**src/include/abc_pkg.sv**
```systemverilog
// shared constants for the area bus configuration register bank
package abc_pkg;
  // register index; the byte address is four times the index
  localparam logic [1:0] ABC_IDX_AREA_BUS_WIDTH = 2'h0;
  localparam logic [1:0] ABC_IDX_AREA_ACCESS_STATES = 2'h1;
  localparam logic [1:0] ABC_IDX_WAIT_COUNT_UPPER = 2'h2;
  localparam logic [1:0] ABC_IDX_WAIT_COUNT_LOWER = 2'h3;
  localparam int ABC_ADDR_W = 4;
  localparam int ABC_IDX_LSB = 2;
  localparam int ABC_AREAS = 8;
  // power-on and hardware standby values
  localparam logic [7:0] ABC_RST_WIDTH_DEFAULT = 8'hff;
  localparam logic [7:0] ABC_RST_WIDTH_MODE4 = 8'h00;
  localparam logic [7:0] ABC_RST_ACCESS_STATES = 8'hff;
  localparam logic [7:0] ABC_RST_WAIT_UPPER = 8'hff;
  localparam logic [7:0] ABC_RST_WAIT_LOWER = 8'hff;
  localparam logic [2:0] ABC_MODE_ALL_ZERO_WIDTH = 3'h4;
  // upper wait register holds areas 7..4, two bits each, area 4 lowest
  localparam int ABC_WAIT_FIELD_W = 2;
  localparam int ABC_UPPER_FIRST_AREA = 4;
  // cycles the strap sampler waits after reset release; the mode pins need
  // three stages plus one agreeing edge, so fewer would latch the reset level
  localparam logic [2:0] ABC_STRAP_SETTLE = 3'h5;
  localparam logic [1:0] ABC_RESP_OKAY = 2'h0;
  localparam logic [1:0] ABC_RESP_SLVERR = 2'h2;
endpackage : abc_pkg

```
**src/logic/abc_regs.sv**
```systemverilog
// area bus configuration registers with an axi4-lite slave port
//
// Chosen here: the register offsets and register access over AXI4-Lite.
`timescale 1ns/1ps
// How it works
// - per-area width bit: 0 selects 16-bit, 1 selects 8-bit external access.
// - on-chip memory and internal i/o accesses keep their fixed width.
// - normal mode ignores width bits 7..1; area 0 bit sets width.
// - power-on/hw standby load width all ones, or all zeros in mode 4.
// - manual reset and software standby leave all registers untouched.
// - access-state bit 0 gives 2-state no waits, 1 gives 3-state with waits.
// - on-chip memory and internal i/o keep their fixed access states.
// - normal mode ignores access-state bits 7..1; area 0 bit decides.
// - power-on/hw standby load access-state register with all ones.
// - 3-state area inserts 0..3 program waits per its two-bit field.
// - upper wait register: bits 7:6 area 7 down to 1:0 area 4.
// - no program waits on on-chip memory or internal i/o accesses.
// - normal mode uses only the area 0 wait field.
// - power-on/hw standby load both wait registers with all ones.
module abc_regs
  import abc_pkg::*;
(
  input wire logic I_CLK, // 200 mhz clock
  input wire logic I_RST_B, // power-on reset, active low
  input wire logic I_HW_STANDBY, // hardware standby pin, active high
  input wire logic [2:0] I_MODE, // operating mode pins
  input wire logic I_ADVANCED, // 1 advanced mode, 0 normal mode
  input wire logic I_CYC_START, // pulse: bus cycle begins
  input wire logic [2:0] I_CYC_AREA, // area of that cycle
  input wire logic I_CYC_INTERNAL, // cycle targets on-chip memory or i/o
  output logic O_CYC_VALID, // pulse: cycle settings below updated
  output logic O_CYC_8BIT, // 1 8-bit bus, 0 16-bit bus
  output logic O_CYC_3STATE, // 1 3-state access, 0 2-state
  output logic [1:0] O_CYC_WAITS, // program wait states
  output logic O_WAIT_PIN_EN, // external wait request may be honoured
  input wire logic [ABC_ADDR_W-1:0] S_AXI_AWADDR, // write address
  input wire logic S_AXI_AWVALID, // write address valid
  output logic S_AXI_AWREADY, // write address ready
  input wire logic [31:0] S_AXI_WDATA, // write data
  input wire logic [3:0] S_AXI_WSTRB, // write strobes
  input wire logic S_AXI_WVALID, // write data valid
  output logic S_AXI_WREADY, // write data ready
  output logic [1:0] S_AXI_BRESP, // write response
  output logic S_AXI_BVALID, // write response valid
  input wire logic S_AXI_BREADY, // write response ready
  input wire logic [ABC_ADDR_W-1:0] S_AXI_ARADDR, // read address
  input wire logic S_AXI_ARVALID, // read address valid
  output logic S_AXI_ARREADY, // read address ready
  output logic [31:0] S_AXI_RDATA, // read data
  output logic [1:0] S_AXI_RRESP, // read response
  output logic S_AXI_RVALID, // read data valid
  input wire logic S_AXI_RREADY // read data ready
);

  // valid when the byte address names one of the four registers
  function automatic logic addr_mapped(input logic [ABC_ADDR_W-1:0] a);
    logic ok;
    ok = 1'b0;
    if (a[ABC_IDX_LSB-1:0] == 2'h0) begin
      ok = 1'b1;
    end
    return ok;
  endfunction : addr_mapped

  // reset release and pin synchronisers
  logic [1:0] rst_sync;
  logic rst_n;
  always_ff @(posedge I_CLK or negedge I_RST_B) begin
    if (!I_RST_B) begin
      rst_sync <= 2'h0;
    end else begin
      rst_sync <= {rst_sync[0], 1'b1};
    end
  end
  assign rst_n = rst_sync[1];

  logic [3:0] pin_s1, pin_s2, pin_s3, pin_lvl, next_pin_lvl;
  always_comb begin
    next_pin_lvl = pin_lvl;
    for (int i = 0; i < 4; i++) begin
      // a change counts only once the last two stages agree
      if (pin_s2[i] == pin_s3[i]) begin
        next_pin_lvl[i] = pin_s3[i];
      end
    end
  end
  always_ff @(posedge I_CLK or negedge rst_n) begin
    if (!rst_n) begin
      pin_s1 <= 4'h0;
      pin_s2 <= 4'h0;
      pin_s3 <= 4'h0;
      pin_lvl <= 4'h0;
    end else begin
      pin_s1 <= {I_HW_STANDBY, I_MODE};
      pin_s2 <= pin_s1;
      pin_s3 <= pin_s2;
      pin_lvl <= next_pin_lvl;
    end
  end

  logic standby;
  logic [2:0] mode;
  logic [7:0] width_default;
  assign standby = pin_lvl[3];
  assign mode = pin_lvl[2:0];
  assign width_default = (mode == ABC_MODE_ALL_ZERO_WIDTH) ?
    ABC_RST_WIDTH_MODE4 : ABC_RST_WIDTH_DEFAULT;

  // register file and axi4-lite slave
  logic [7:0] area_bus_width, next_area_bus_width;
  logic [7:0] area_access_states, next_area_access_states;
  logic [7:0] wait_count_upper_areas, next_wait_count_upper_areas;
  logic [7:0] wait_count_lower_areas, next_wait_count_lower_areas;
  logic [2:0] strap_cnt, next_strap_cnt;
  logic aw_held, next_aw_held, w_held, next_w_held;
  logic [ABC_ADDR_W-1:0] aw_addr, next_aw_addr;
  logic [7:0] w_data, next_w_data;
  logic w_lane0, next_w_lane0;
  logic awready, next_awready, wready, next_wready;
  logic bvalid, next_bvalid, arready, next_arready, rvalid, next_rvalid;
  logic [1:0] bresp, next_bresp, rresp, next_rresp;
  logic [31:0] rdata, next_rdata;
  logic [7:0] rd_val;
  logic [1:0] rd_idx, wr_idx;

  assign rd_idx = S_AXI_ARADDR[ABC_IDX_LSB+1:ABC_IDX_LSB];
  assign wr_idx = aw_addr[ABC_IDX_LSB+1:ABC_IDX_LSB];

  always_comb begin
    if (rd_idx == ABC_IDX_AREA_BUS_WIDTH) begin
      rd_val = area_bus_width;
    end else if (rd_idx == ABC_IDX_AREA_ACCESS_STATES) begin
      rd_val = area_access_states;
    end else if (rd_idx == ABC_IDX_WAIT_COUNT_UPPER) begin
      rd_val = wait_count_upper_areas;
    end else begin
      rd_val = wait_count_lower_areas;
    end
  end

  always_comb begin
    next_area_bus_width = area_bus_width;
    next_area_access_states = area_access_states;
    next_wait_count_upper_areas = wait_count_upper_areas;
    next_wait_count_lower_areas = wait_count_lower_areas;
    next_strap_cnt = strap_cnt;
    next_aw_held = aw_held;
    next_w_held = w_held;
    next_aw_addr = aw_addr;
    next_w_data = w_data;
    next_w_lane0 = w_lane0;
    next_bvalid = bvalid;
    next_bresp = bresp;
    next_arready = 1'b0;
    next_rvalid = rvalid;
    next_rresp = rresp;
    next_rdata = rdata;
    // address and data are taken independently, in either order
    if (S_AXI_AWVALID && awready) begin
      next_aw_held = 1'b1;
      next_aw_addr = S_AXI_AWADDR;
    end
    if (S_AXI_WVALID && wready) begin
      next_w_held = 1'b1;
      next_w_data = S_AXI_WDATA[7:0];
      next_w_lane0 = S_AXI_WSTRB[0];
    end
    if (aw_held && w_held && !bvalid) begin
      next_aw_held = 1'b0;
      next_w_held = 1'b0;
      next_bvalid = 1'b1;
      next_bresp = addr_mapped(aw_addr) ? ABC_RESP_OKAY : ABC_RESP_SLVERR;
      // only lane 0 carries register bits; upper lanes are ignored
      if (addr_mapped(aw_addr) && w_lane0) begin
        if (wr_idx == ABC_IDX_AREA_BUS_WIDTH) begin
          next_area_bus_width = w_data;
        end else if (wr_idx == ABC_IDX_AREA_ACCESS_STATES) begin
          next_area_access_states = w_data;
        end else if (wr_idx == ABC_IDX_WAIT_COUNT_UPPER) begin
          next_wait_count_upper_areas = w_data;
        end else begin
          next_wait_count_lower_areas = w_data;
        end
      end
    end else if (bvalid && S_AXI_BREADY) begin
      next_bvalid = 1'b0;
    end
    if (S_AXI_ARVALID && arready) begin
      next_rvalid = 1'b1;
      next_rdata = addr_mapped(S_AXI_ARADDR) ? {24'h0, rd_val} : 32'h0;
      next_rresp = addr_mapped(S_AXI_ARADDR) ? ABC_RESP_OKAY : ABC_RESP_SLVERR;
    end else if (rvalid && S_AXI_RREADY) begin
      next_rvalid = 1'b0;
    end
    if (!arready && !next_rvalid && !rvalid) begin
      next_arready = 1'b1;
    end
    // width reset value waits for the mode pins to pass the synchroniser
    if (strap_cnt != ABC_STRAP_SETTLE) begin
      next_strap_cnt = strap_cnt + 3'h1;
      if (next_strap_cnt == ABC_STRAP_SETTLE) begin
        next_area_bus_width = width_default;
      end
    end
    // hardware standby reinitialises; manual reset has no input here
    if (standby) begin
      next_area_bus_width = width_default;
      next_area_access_states = ABC_RST_ACCESS_STATES;
      next_wait_count_upper_areas = ABC_RST_WAIT_UPPER;
      next_wait_count_lower_areas = ABC_RST_WAIT_LOWER;
    end
  end

  // one write in flight: ready drops while a beat is held
  assign next_awready = !next_aw_held && !(S_AXI_AWVALID && awready);
  assign next_wready = !next_w_held && !(S_AXI_WVALID && wready);

  always_ff @(posedge I_CLK or negedge rst_n) begin
    if (!rst_n) begin
      area_bus_width <= ABC_RST_WIDTH_DEFAULT;
      area_access_states <= ABC_RST_ACCESS_STATES;
      wait_count_upper_areas <= ABC_RST_WAIT_UPPER;
      wait_count_lower_areas <= ABC_RST_WAIT_LOWER;
      strap_cnt <= 3'h0;
      aw_held <= 1'b0;
      w_held <= 1'b0;
      aw_addr <= '0;
      w_data <= 8'h0;
      w_lane0 <= 1'b0;
      awready <= 1'b0;
      wready <= 1'b0;
      bvalid <= 1'b0;
      bresp <= ABC_RESP_OKAY;
      arready <= 1'b0;
      rvalid <= 1'b0;
      rresp <= ABC_RESP_OKAY;
      rdata <= 32'h0;
    end else begin
      area_bus_width <= next_area_bus_width;
      area_access_states <= next_area_access_states;
      wait_count_upper_areas <= next_wait_count_upper_areas;
      wait_count_lower_areas <= next_wait_count_lower_areas;
      strap_cnt <= next_strap_cnt;
      aw_held <= next_aw_held;
      w_held <= next_w_held;
      aw_addr <= next_aw_addr;
      w_data <= next_w_data;
      w_lane0 <= next_w_lane0;
      awready <= next_awready;
      wready <= next_wready;
      bvalid <= next_bvalid;
      bresp <= next_bresp;
      arready <= next_arready;
      rvalid <= next_rvalid;
      rresp <= next_rresp;
      rdata <= next_rdata;
    end
  end

  assign S_AXI_AWREADY = awready;
  assign S_AXI_WREADY = wready;
  assign S_AXI_BVALID = bvalid;
  assign S_AXI_BRESP = bresp;
  assign S_AXI_ARREADY = arready;
  assign S_AXI_RVALID = rvalid;
  assign S_AXI_RRESP = rresp;
  assign S_AXI_RDATA = rdata;

  // per-area wait fields gathered from both wait registers
  logic [15:0] wait_all;
  logic [1:0] area_wait [ABC_AREAS];
  assign wait_all = {wait_count_upper_areas, wait_count_lower_areas};
  for (genvar g = 0; g < ABC_AREAS; g++) begin : g_wait
    assign area_wait[g] =
      wait_all[g*ABC_WAIT_FIELD_W +: ABC_WAIT_FIELD_W];
  end

  // settings latched at cycle start so a write never changes a live cycle
  logic cyc_valid, next_cyc_valid, cyc_8bit, next_cyc_8bit;
  logic cyc_3state, next_cyc_3state, wait_en, next_wait_en;
  logic [1:0] cyc_waits, next_cyc_waits;
  logic [2:0] eff_area;
  assign eff_area = I_ADVANCED ? I_CYC_AREA : 3'h0;

  always_comb begin
    next_cyc_valid = I_CYC_START;
    next_cyc_8bit = cyc_8bit;
    next_cyc_3state = cyc_3state;
    next_cyc_waits = cyc_waits;
    next_wait_en = wait_en;
    if (I_CYC_START) begin
      if (I_CYC_INTERNAL) begin
        // fixed internal path: 16-bit, 2-state, never a program wait
        next_cyc_8bit = 1'b0;
        next_cyc_3state = 1'b0;
        next_cyc_waits = 2'h0;
        next_wait_en = 1'b0;
      end else begin
        next_cyc_8bit = area_bus_width[eff_area];
        next_cyc_3state = area_access_states[eff_area];
        // waits only count in 3-state areas
        next_cyc_waits = area_access_states[eff_area] ?
          area_wait[eff_area] : 2'h0;
        next_wait_en = area_access_states[eff_area];
      end
    end
  end

  always_ff @(posedge I_CLK or negedge rst_n) begin
    if (!rst_n) begin
      cyc_valid <= 1'b0;
      cyc_8bit <= 1'b0;
      cyc_3state <= 1'b0;
      cyc_waits <= 2'h0;
      wait_en <= 1'b0;
    end else begin
      cyc_valid <= next_cyc_valid;
      cyc_8bit <= next_cyc_8bit;
      cyc_3state <= next_cyc_3state;
      cyc_waits <= next_cyc_waits;
      wait_en <= next_wait_en;
    end
  end

  assign O_CYC_VALID = cyc_valid;
  assign O_CYC_8BIT = cyc_8bit;
  assign O_CYC_3STATE = cyc_3state;
  assign O_CYC_WAITS = cyc_waits;
  assign O_WAIT_PIN_EN = wait_en;

endmodule : abc_regs

```
**config.mk**
```make
export PLATFORM = sky130hd
export DESIGN_NAME = abc_regs
export DESIGN_NICKNAME = d
export VERILOG_FILES = /design/src/include/abc_pkg.sv /design/src/logic/abc_regs.sv
export SDC_FILE = /design/constraint.sdc
export NUM_CORES = 1
export LEC_CHECK = 0
export BUFFER_PORTS_ARGS = -buffer_cell sky130_fd_sc_hd__buf_2
export CORE_MARGIN = 5
export CORE_UTILIZATION = 35
export DETAILED_ROUTE_END_ITERATION = 10
export PLACE_DENSITY = 0.57
export SYNTH_ARGS = -nofsm -noshare
export SYNTH_HDL_FRONTEND = slang
export SYNTH_SLANG_ARGS = --single-unit
```
**constraint.sdc**
```tcl
create_clock -name I_CLK -period 2.5 [get_ports I_CLK]
set_input_delay 0 -clock I_CLK [delete_from_list [all_inputs] [get_ports I_CLK]]
set_output_delay 0 -clock I_CLK [all_outputs]
set_load 0.01 [all_outputs]
```
# --- Yosys cells after proc, flatten, opt, wreduce, memory -nomap -nowiden ---
# Index checks and enable logic that the tools add are counted.
word_totals:
  reg_bits: 114
  inputBits: 61
  out_inout_bits: 47
  word_cells: 135
op_classes:
  addsub: 1
  order_cmp: 2
  n_eq_ne: 14
  mux: 55
  n_bitwise: 1
  n_reduce_logical: 32
ops:
  columns: ["cell", "count"]
  rows:
  - ["$mux W8", 28]
  - ["$mux W1", 17]
  - ["$logic_and A1 B1 Y1", 12]
  - ["$mux W2", 6]
  - ["$reduce_and A5 Y1", 2]
  - ["$reduce_bool A2 Y1", 5]
  - ["$logic_not A1 Y1", 8]
  - ["$logic_not A2 Y1", 4]
  - ["$bmux W1 S3", 2]
  - ["$bmux W2 S3", 1]
  - ["$eq A3 B3 Y1 const B", 2]
  - ["$ne A2 B2 Y1 const B", 3]
  - ["$eq A1 B1 Y1", 4]
  - ["$eq A2 B1 Y1 const B", 2]
  - ["$eq A2 B2 Y1 const B", 2]
  - ["$ge A4 B4 Y1 const B", 1]
  - ["$lt A3 B4 Y1 const B", 1]
  - ["$not A3 Y4", 1]
  - ["$reduce_and A4 Y1", 1]
  - ["$add A3 B1 Y3 const B", 1]
  - ["$mux W3", 1]
  - ["$ne A3 B3 Y1 const B", 1]

# --- Longest topological paths before layout ---
logic_depth:
  word_depth: 9
  ltp_mapped: 6

# --- Least setup slack after synthesis ---
# OpenSTA, ideal clock, no wires.
synth_path:
  kind: "register to register"
  from: "reg strap_cnt[0]"
  to: "reg area_bus_width[0]"
  arrival_ns: 1.447
  t_required_ns: 2.401
  slack_ns: 0.954
  stages_incl_launch_ff: 6
  path_buffers: 0
  period_less_slack_ns: 1.546
  cell_sequence: "dfrtp_1 > ha_1 > nor3b_1 > o21ai_2 > a21oi_1 > a31oi_1"
synth_via:
  elab_chain_len: 5
synth_rtl:
  columns: ["element", "line_no", "text"]
  rows:
  - ["start: declaration", "abc_regs.sv:114", "logic [2:0] strap_cnt, next_strap_cnt;"]
  - ["start signal: assignment", "abc_regs.sv:243", "strap_cnt <= next_strap_cnt;"]
  - ["$add A3 B1 Y3", "abc_regs.sv:200", "next_strap_cnt = strap_cnt + 3'h1;"]
  - ["$eq A3 B3 Y1", "abc_regs.sv:201", "if (next_strap_cnt == ABC_STRAP_SETTLE) begin"]
  - ["$mux W8", "abc_regs.sv:201", null]
  - ["$mux W8 (*)", "abc_regs.sv:199", "if (strap_cnt != ABC_STRAP_SETTLE) begin"]
  - ["$mux W8 (*)", "abc_regs.sv:206", "if (standby) begin"]
  - ["net next_area_bus_width[0]", "abc_regs.sv:110", "logic [7:0] area_bus_width, next_area_bus_width;"]
  - ["end signal: assignment", "abc_regs.sv:239", "area_bus_width <= next_area_bus_width;"]
  - ["end: declaration", "abc_regs.sv:110", null]
# Mark *: on every way through the listed nets, which the timed path passes. The rest lies on a longest branch.
# A chain may end at the register's enable or synchronous reset.

# --- Worst setup path after layout ---
layout_path:
  from: "reg arready (netlist: S_AXI_ARREADY)"
  to: "reg rresp[1] (netlist: S_AXI_RRESP[1])"
layout_via:
  elab_chain_len: 1
layout_rtl:
  columns: ["element", "line_no", "text"]
  rows:
  - ["start: declaration", "abc_regs.sv:120", "logic bvalid, next_bvalid, arready, next_arready, rvalid, next_rvalid;"]
  - ["start signal: assignment", "abc_regs.sv:253", "arready <= next_arready;"]
  - ["$logic_and A1 B1 Y1", "abc_regs.sv:188", "if (S_AXI_ARVALID && arready) begin"]
  - ["end signal: assignment", "abc_regs.sv:255", "rresp <= next_rresp;"]
  - ["end: declaration", "abc_regs.sv:121", "logic [1:0] bresp, next_bresp, rresp, next_rresp;"]
# Every way passes these cells.

==> summary.txt <==
Min path
  • Tightest Hold Check Type: in -> reg

Logic synthesis
  • FF+latch count, synth: 88
  • Synth area leader: dfrtp_1
  • Register area share after synthesis: 54.6%
  • Ys async rst share: 100%
  • Mean Syn Cell Area: 12.9 µm²
  • Area of the mapped netlist: 4110 µm²
  • EDFF count, synth: 0
  • Synth top area share: 34.1%
  • Most area-consuming cells after synthesis: dfrtp_1 34%, dfstp_2 20%, mux2i_1 8.3%
  • Most used DFF post-synth: dfrtp_1
  • Post-synthesis cell count: 318
  • Unique masters post-synth: 46
  • Synthesis warning total: 0
  • Most frequent cell after synthesis: dfrtp_1
  • Post-synth top cells: 56 x dfrtp_1, 34 x mux2i_1, 34 x nand2_1

STA
  • Slew Viols, Final: 0
  • Final setup vio count: 0
  • Hold Vio Cnt, Final: 0
  • Worst Tran Pin Value: 0.736 ns
  • Minimum clock period: 1.93 ns
  • Final Cycle Share: 77.0%
  • Setup TNS: 0 ns
  • Worst slew margin: 50.7%
  • Unrepaired setup endpoints after global routing: false
  • Max Clock Skew: 0.00363 ns
  • Fmax: 0.519 GHz
  • Minimum hold slack: 0.0225 ns

Die
  • Die width: 118 µm
  • Die Y: 118 µm
  • Total I/O pin count: 108
  • Die ar.: 14,000 µm²
  • Row count: 39
  • Initial Utilization: 35.8%
  • Core area: 11,500 µm²

Flow run
  • Max-cap violations: 0

Clock network
  • Clock Tree Buf Depth: 2
  • H-Tree Depth: 3
  • CTS sink count: 88
  • CTS clk-pin slew, worst paths: 0.06 ns
  • Clk_lat worst skew: 0.34 ns
  • Cts bufs inserted: 9
  • CTS tree: built
  • Root Driver: clkbuf_16
  • CTS resizes: 0

Drt
  • Residual DRC: 0
  • Routed WL: 8550 µm
  • Vias per Instance: 4.90
  • Detailed-router iteration count before antenna repair: 4
  • DRT antenna net count: 0
  • DR vias: 2,670
  • Avg WL per Cell: 15.7 µm
  • 1st-iter DRT viols: 138

Global route
  • Initial antenna violation count: 0
  • Global-route wire length before repair: 14,500 µm
  • Total grt overflow: 0
  • Largest net degree at the start of global routing: 43
  • Vias in the first global route: 2,718
  • Global Route Usage Sum: 12.8%

Critical path
  • Crit path cell chain: nand2_1, nor3_2, nor2_1, dlygate4sd3_1
  • WP data required: 2.72 ns
  • Flop-to-flop setup slack: 0.57 ns
  • Crit Path Max Fanout: 10
  • Maximum single-stage delay on the critical path: 0.58 ns
  • Top Family by Delay on Critical Path: simple AND/OR/NAND/NOR gates
  • WS Path Type: reg -> reg
  • Critical path's slowest cell: dlygate4sd3_1
  • Crit path capture type: register
  • Critical Path Source Type: register
  • Worst EP arrival: 2.14 ns
  • Worst path bufs/invs: 1

Finish
  • Antenna cells: 0
  • Post-layout util: 43.4%
  • Synth-to-layout area growth: 21.2%
  • Share of cells above drive strength 1: 35.1%
  • FILL cells: 1,063
  • Cell Count, Final, Fillers Out: 545
  • NumNets Final: 461

Pwr
  • Worst VDD drop: 0.673 mV
  • Pwr/cell area: 861 nW/µm²
  • Leakage: 0.00230 µW

Placed design
  • Post-DP HPWL: 6180 µm
  • Placed instance count: 504
  • Port Buf Inserts: 54
  • Routability cong.: 0.779

Outcome
  • Status: completed
==> worst register-to-register path: stages (launching register included) <==
cell	delay, ns
dfrtp_1	0.38
nand2_1	0.24
nor3_2	0.51
nor2_1	0.10
dlygate4sd3_1	0.58
==> through the flow <==
stage                     area [µm²]  power, µW  setup slack, ns
after floorplan                 4200       2590            0.954
after global placement          4410       2850            0.690
after detailed placement        4410       2880            0.665
after CTS                       4970       4350            0.547
after global routing            4970       4540            0.424
final                           4970       4290            0.575
==> layout by cell type, fill, tap and decap left out, drive strengths merged, types with 4 or more instances in the layout <==
| cell type | n |
|---|---|
| a21oi | 6 |
| a22o | 8 |
| a31oi | 9 |
| buf | 59 |
| clkbuf | 10 |
| clkinv | 4 |
| conb | 27 |
| dfrtp | 56 |
| dfstp | 32 |
| dlygate4sd3 | 25 |
| inv | 11 |
| maj3 | 4 |
| mux2 | 16 |
| mux2i | 34 |
| mux4 | 11 |
| nand2 | 34 |
| nand2b | 4 |
| nor2 | 8 |
| o21ai | 5 |
==> area by class of cell <==
type / instances / area, µm² / share of cell area [%]
sequential: 88 / 2250 / 45.1
multi-input combinational: 203 / 1630 / 32.7
timing repair buffer: 84 / 571 / 11.5
clock buffer: 10 / 229 / 4.60
tap: 143 / 179 / 3.60
clock inverter: 6 / 83.8 / 1.69
inverter: 11 / 41.3 / 0.830
==> final timing paths <==
path / from / to / cells after the start
max: S_AXI_ARREADY / S_AXI_RRESP[1] / 4
min: I_CYC_INTERNAL / O_CYC_8BIT / 3
max reg2reg: S_AXI_ARREADY / S_AXI_RRESP[1] / 4
min reg2reg: rst_sync[1] / pin_lvl[0] / 0
max in group asynchronous: rst_sync[1] / wait_count_lower_areas[4] / 1
min in group asynchronous: rst_sync[1] / pin_lvl[0] / 0
==> report_power, final <==
part           internal [µW]  switching, µW
clock                    871            533
sequential              1740            290
combinational            452            395
==> repair_timing <==
action                                 4_1_cts  5_1_grt
buffers inserted                             0        0
endpoints found under the hold margin       29        0
hold buffers                                25        0
==> state kept, by name, indices dropped and copies added, names as in the netlist, 2 cells and up <==
register,count
S_AXI_RDATA,8
area_access_states,8
area_bus_width,8
w_data,8
wait_count_lower_areas,8
wait_count_upper_areas,8
aw_addr,4
pin_lvl,4
pin_s1,4
pin_s2,4
pin_s3,4
strap_cnt,3
O_CYC_WAITS,2
rst_sync,2
==> kinds of logic after synthesis <==
| logic type | synth area share [%] |
|---|---|
| DFF | 54.6 |
| AOI/OAI and AO/OA | 7.86 |
| buffers and inverters | 8.08 |
| and+or+nand+nor | 8.44 |
| muxes | 18.7 |
| xor gates and xnor gates | 0.213 |
| other | 0.183 |
| adders and majority gates | 1.89 |
==> routing by layer <==
layer	share of wire [%]	vias to the layer above	GRT usage, %
met2	44	90	18.8
met5	0	-	0
met1	47	1337	18.3
met4	0.91	0	2.80
li1	-	1235	-
met3	7.9	8	4.30
Note: power is estimated with default switching activity, not from simulation.
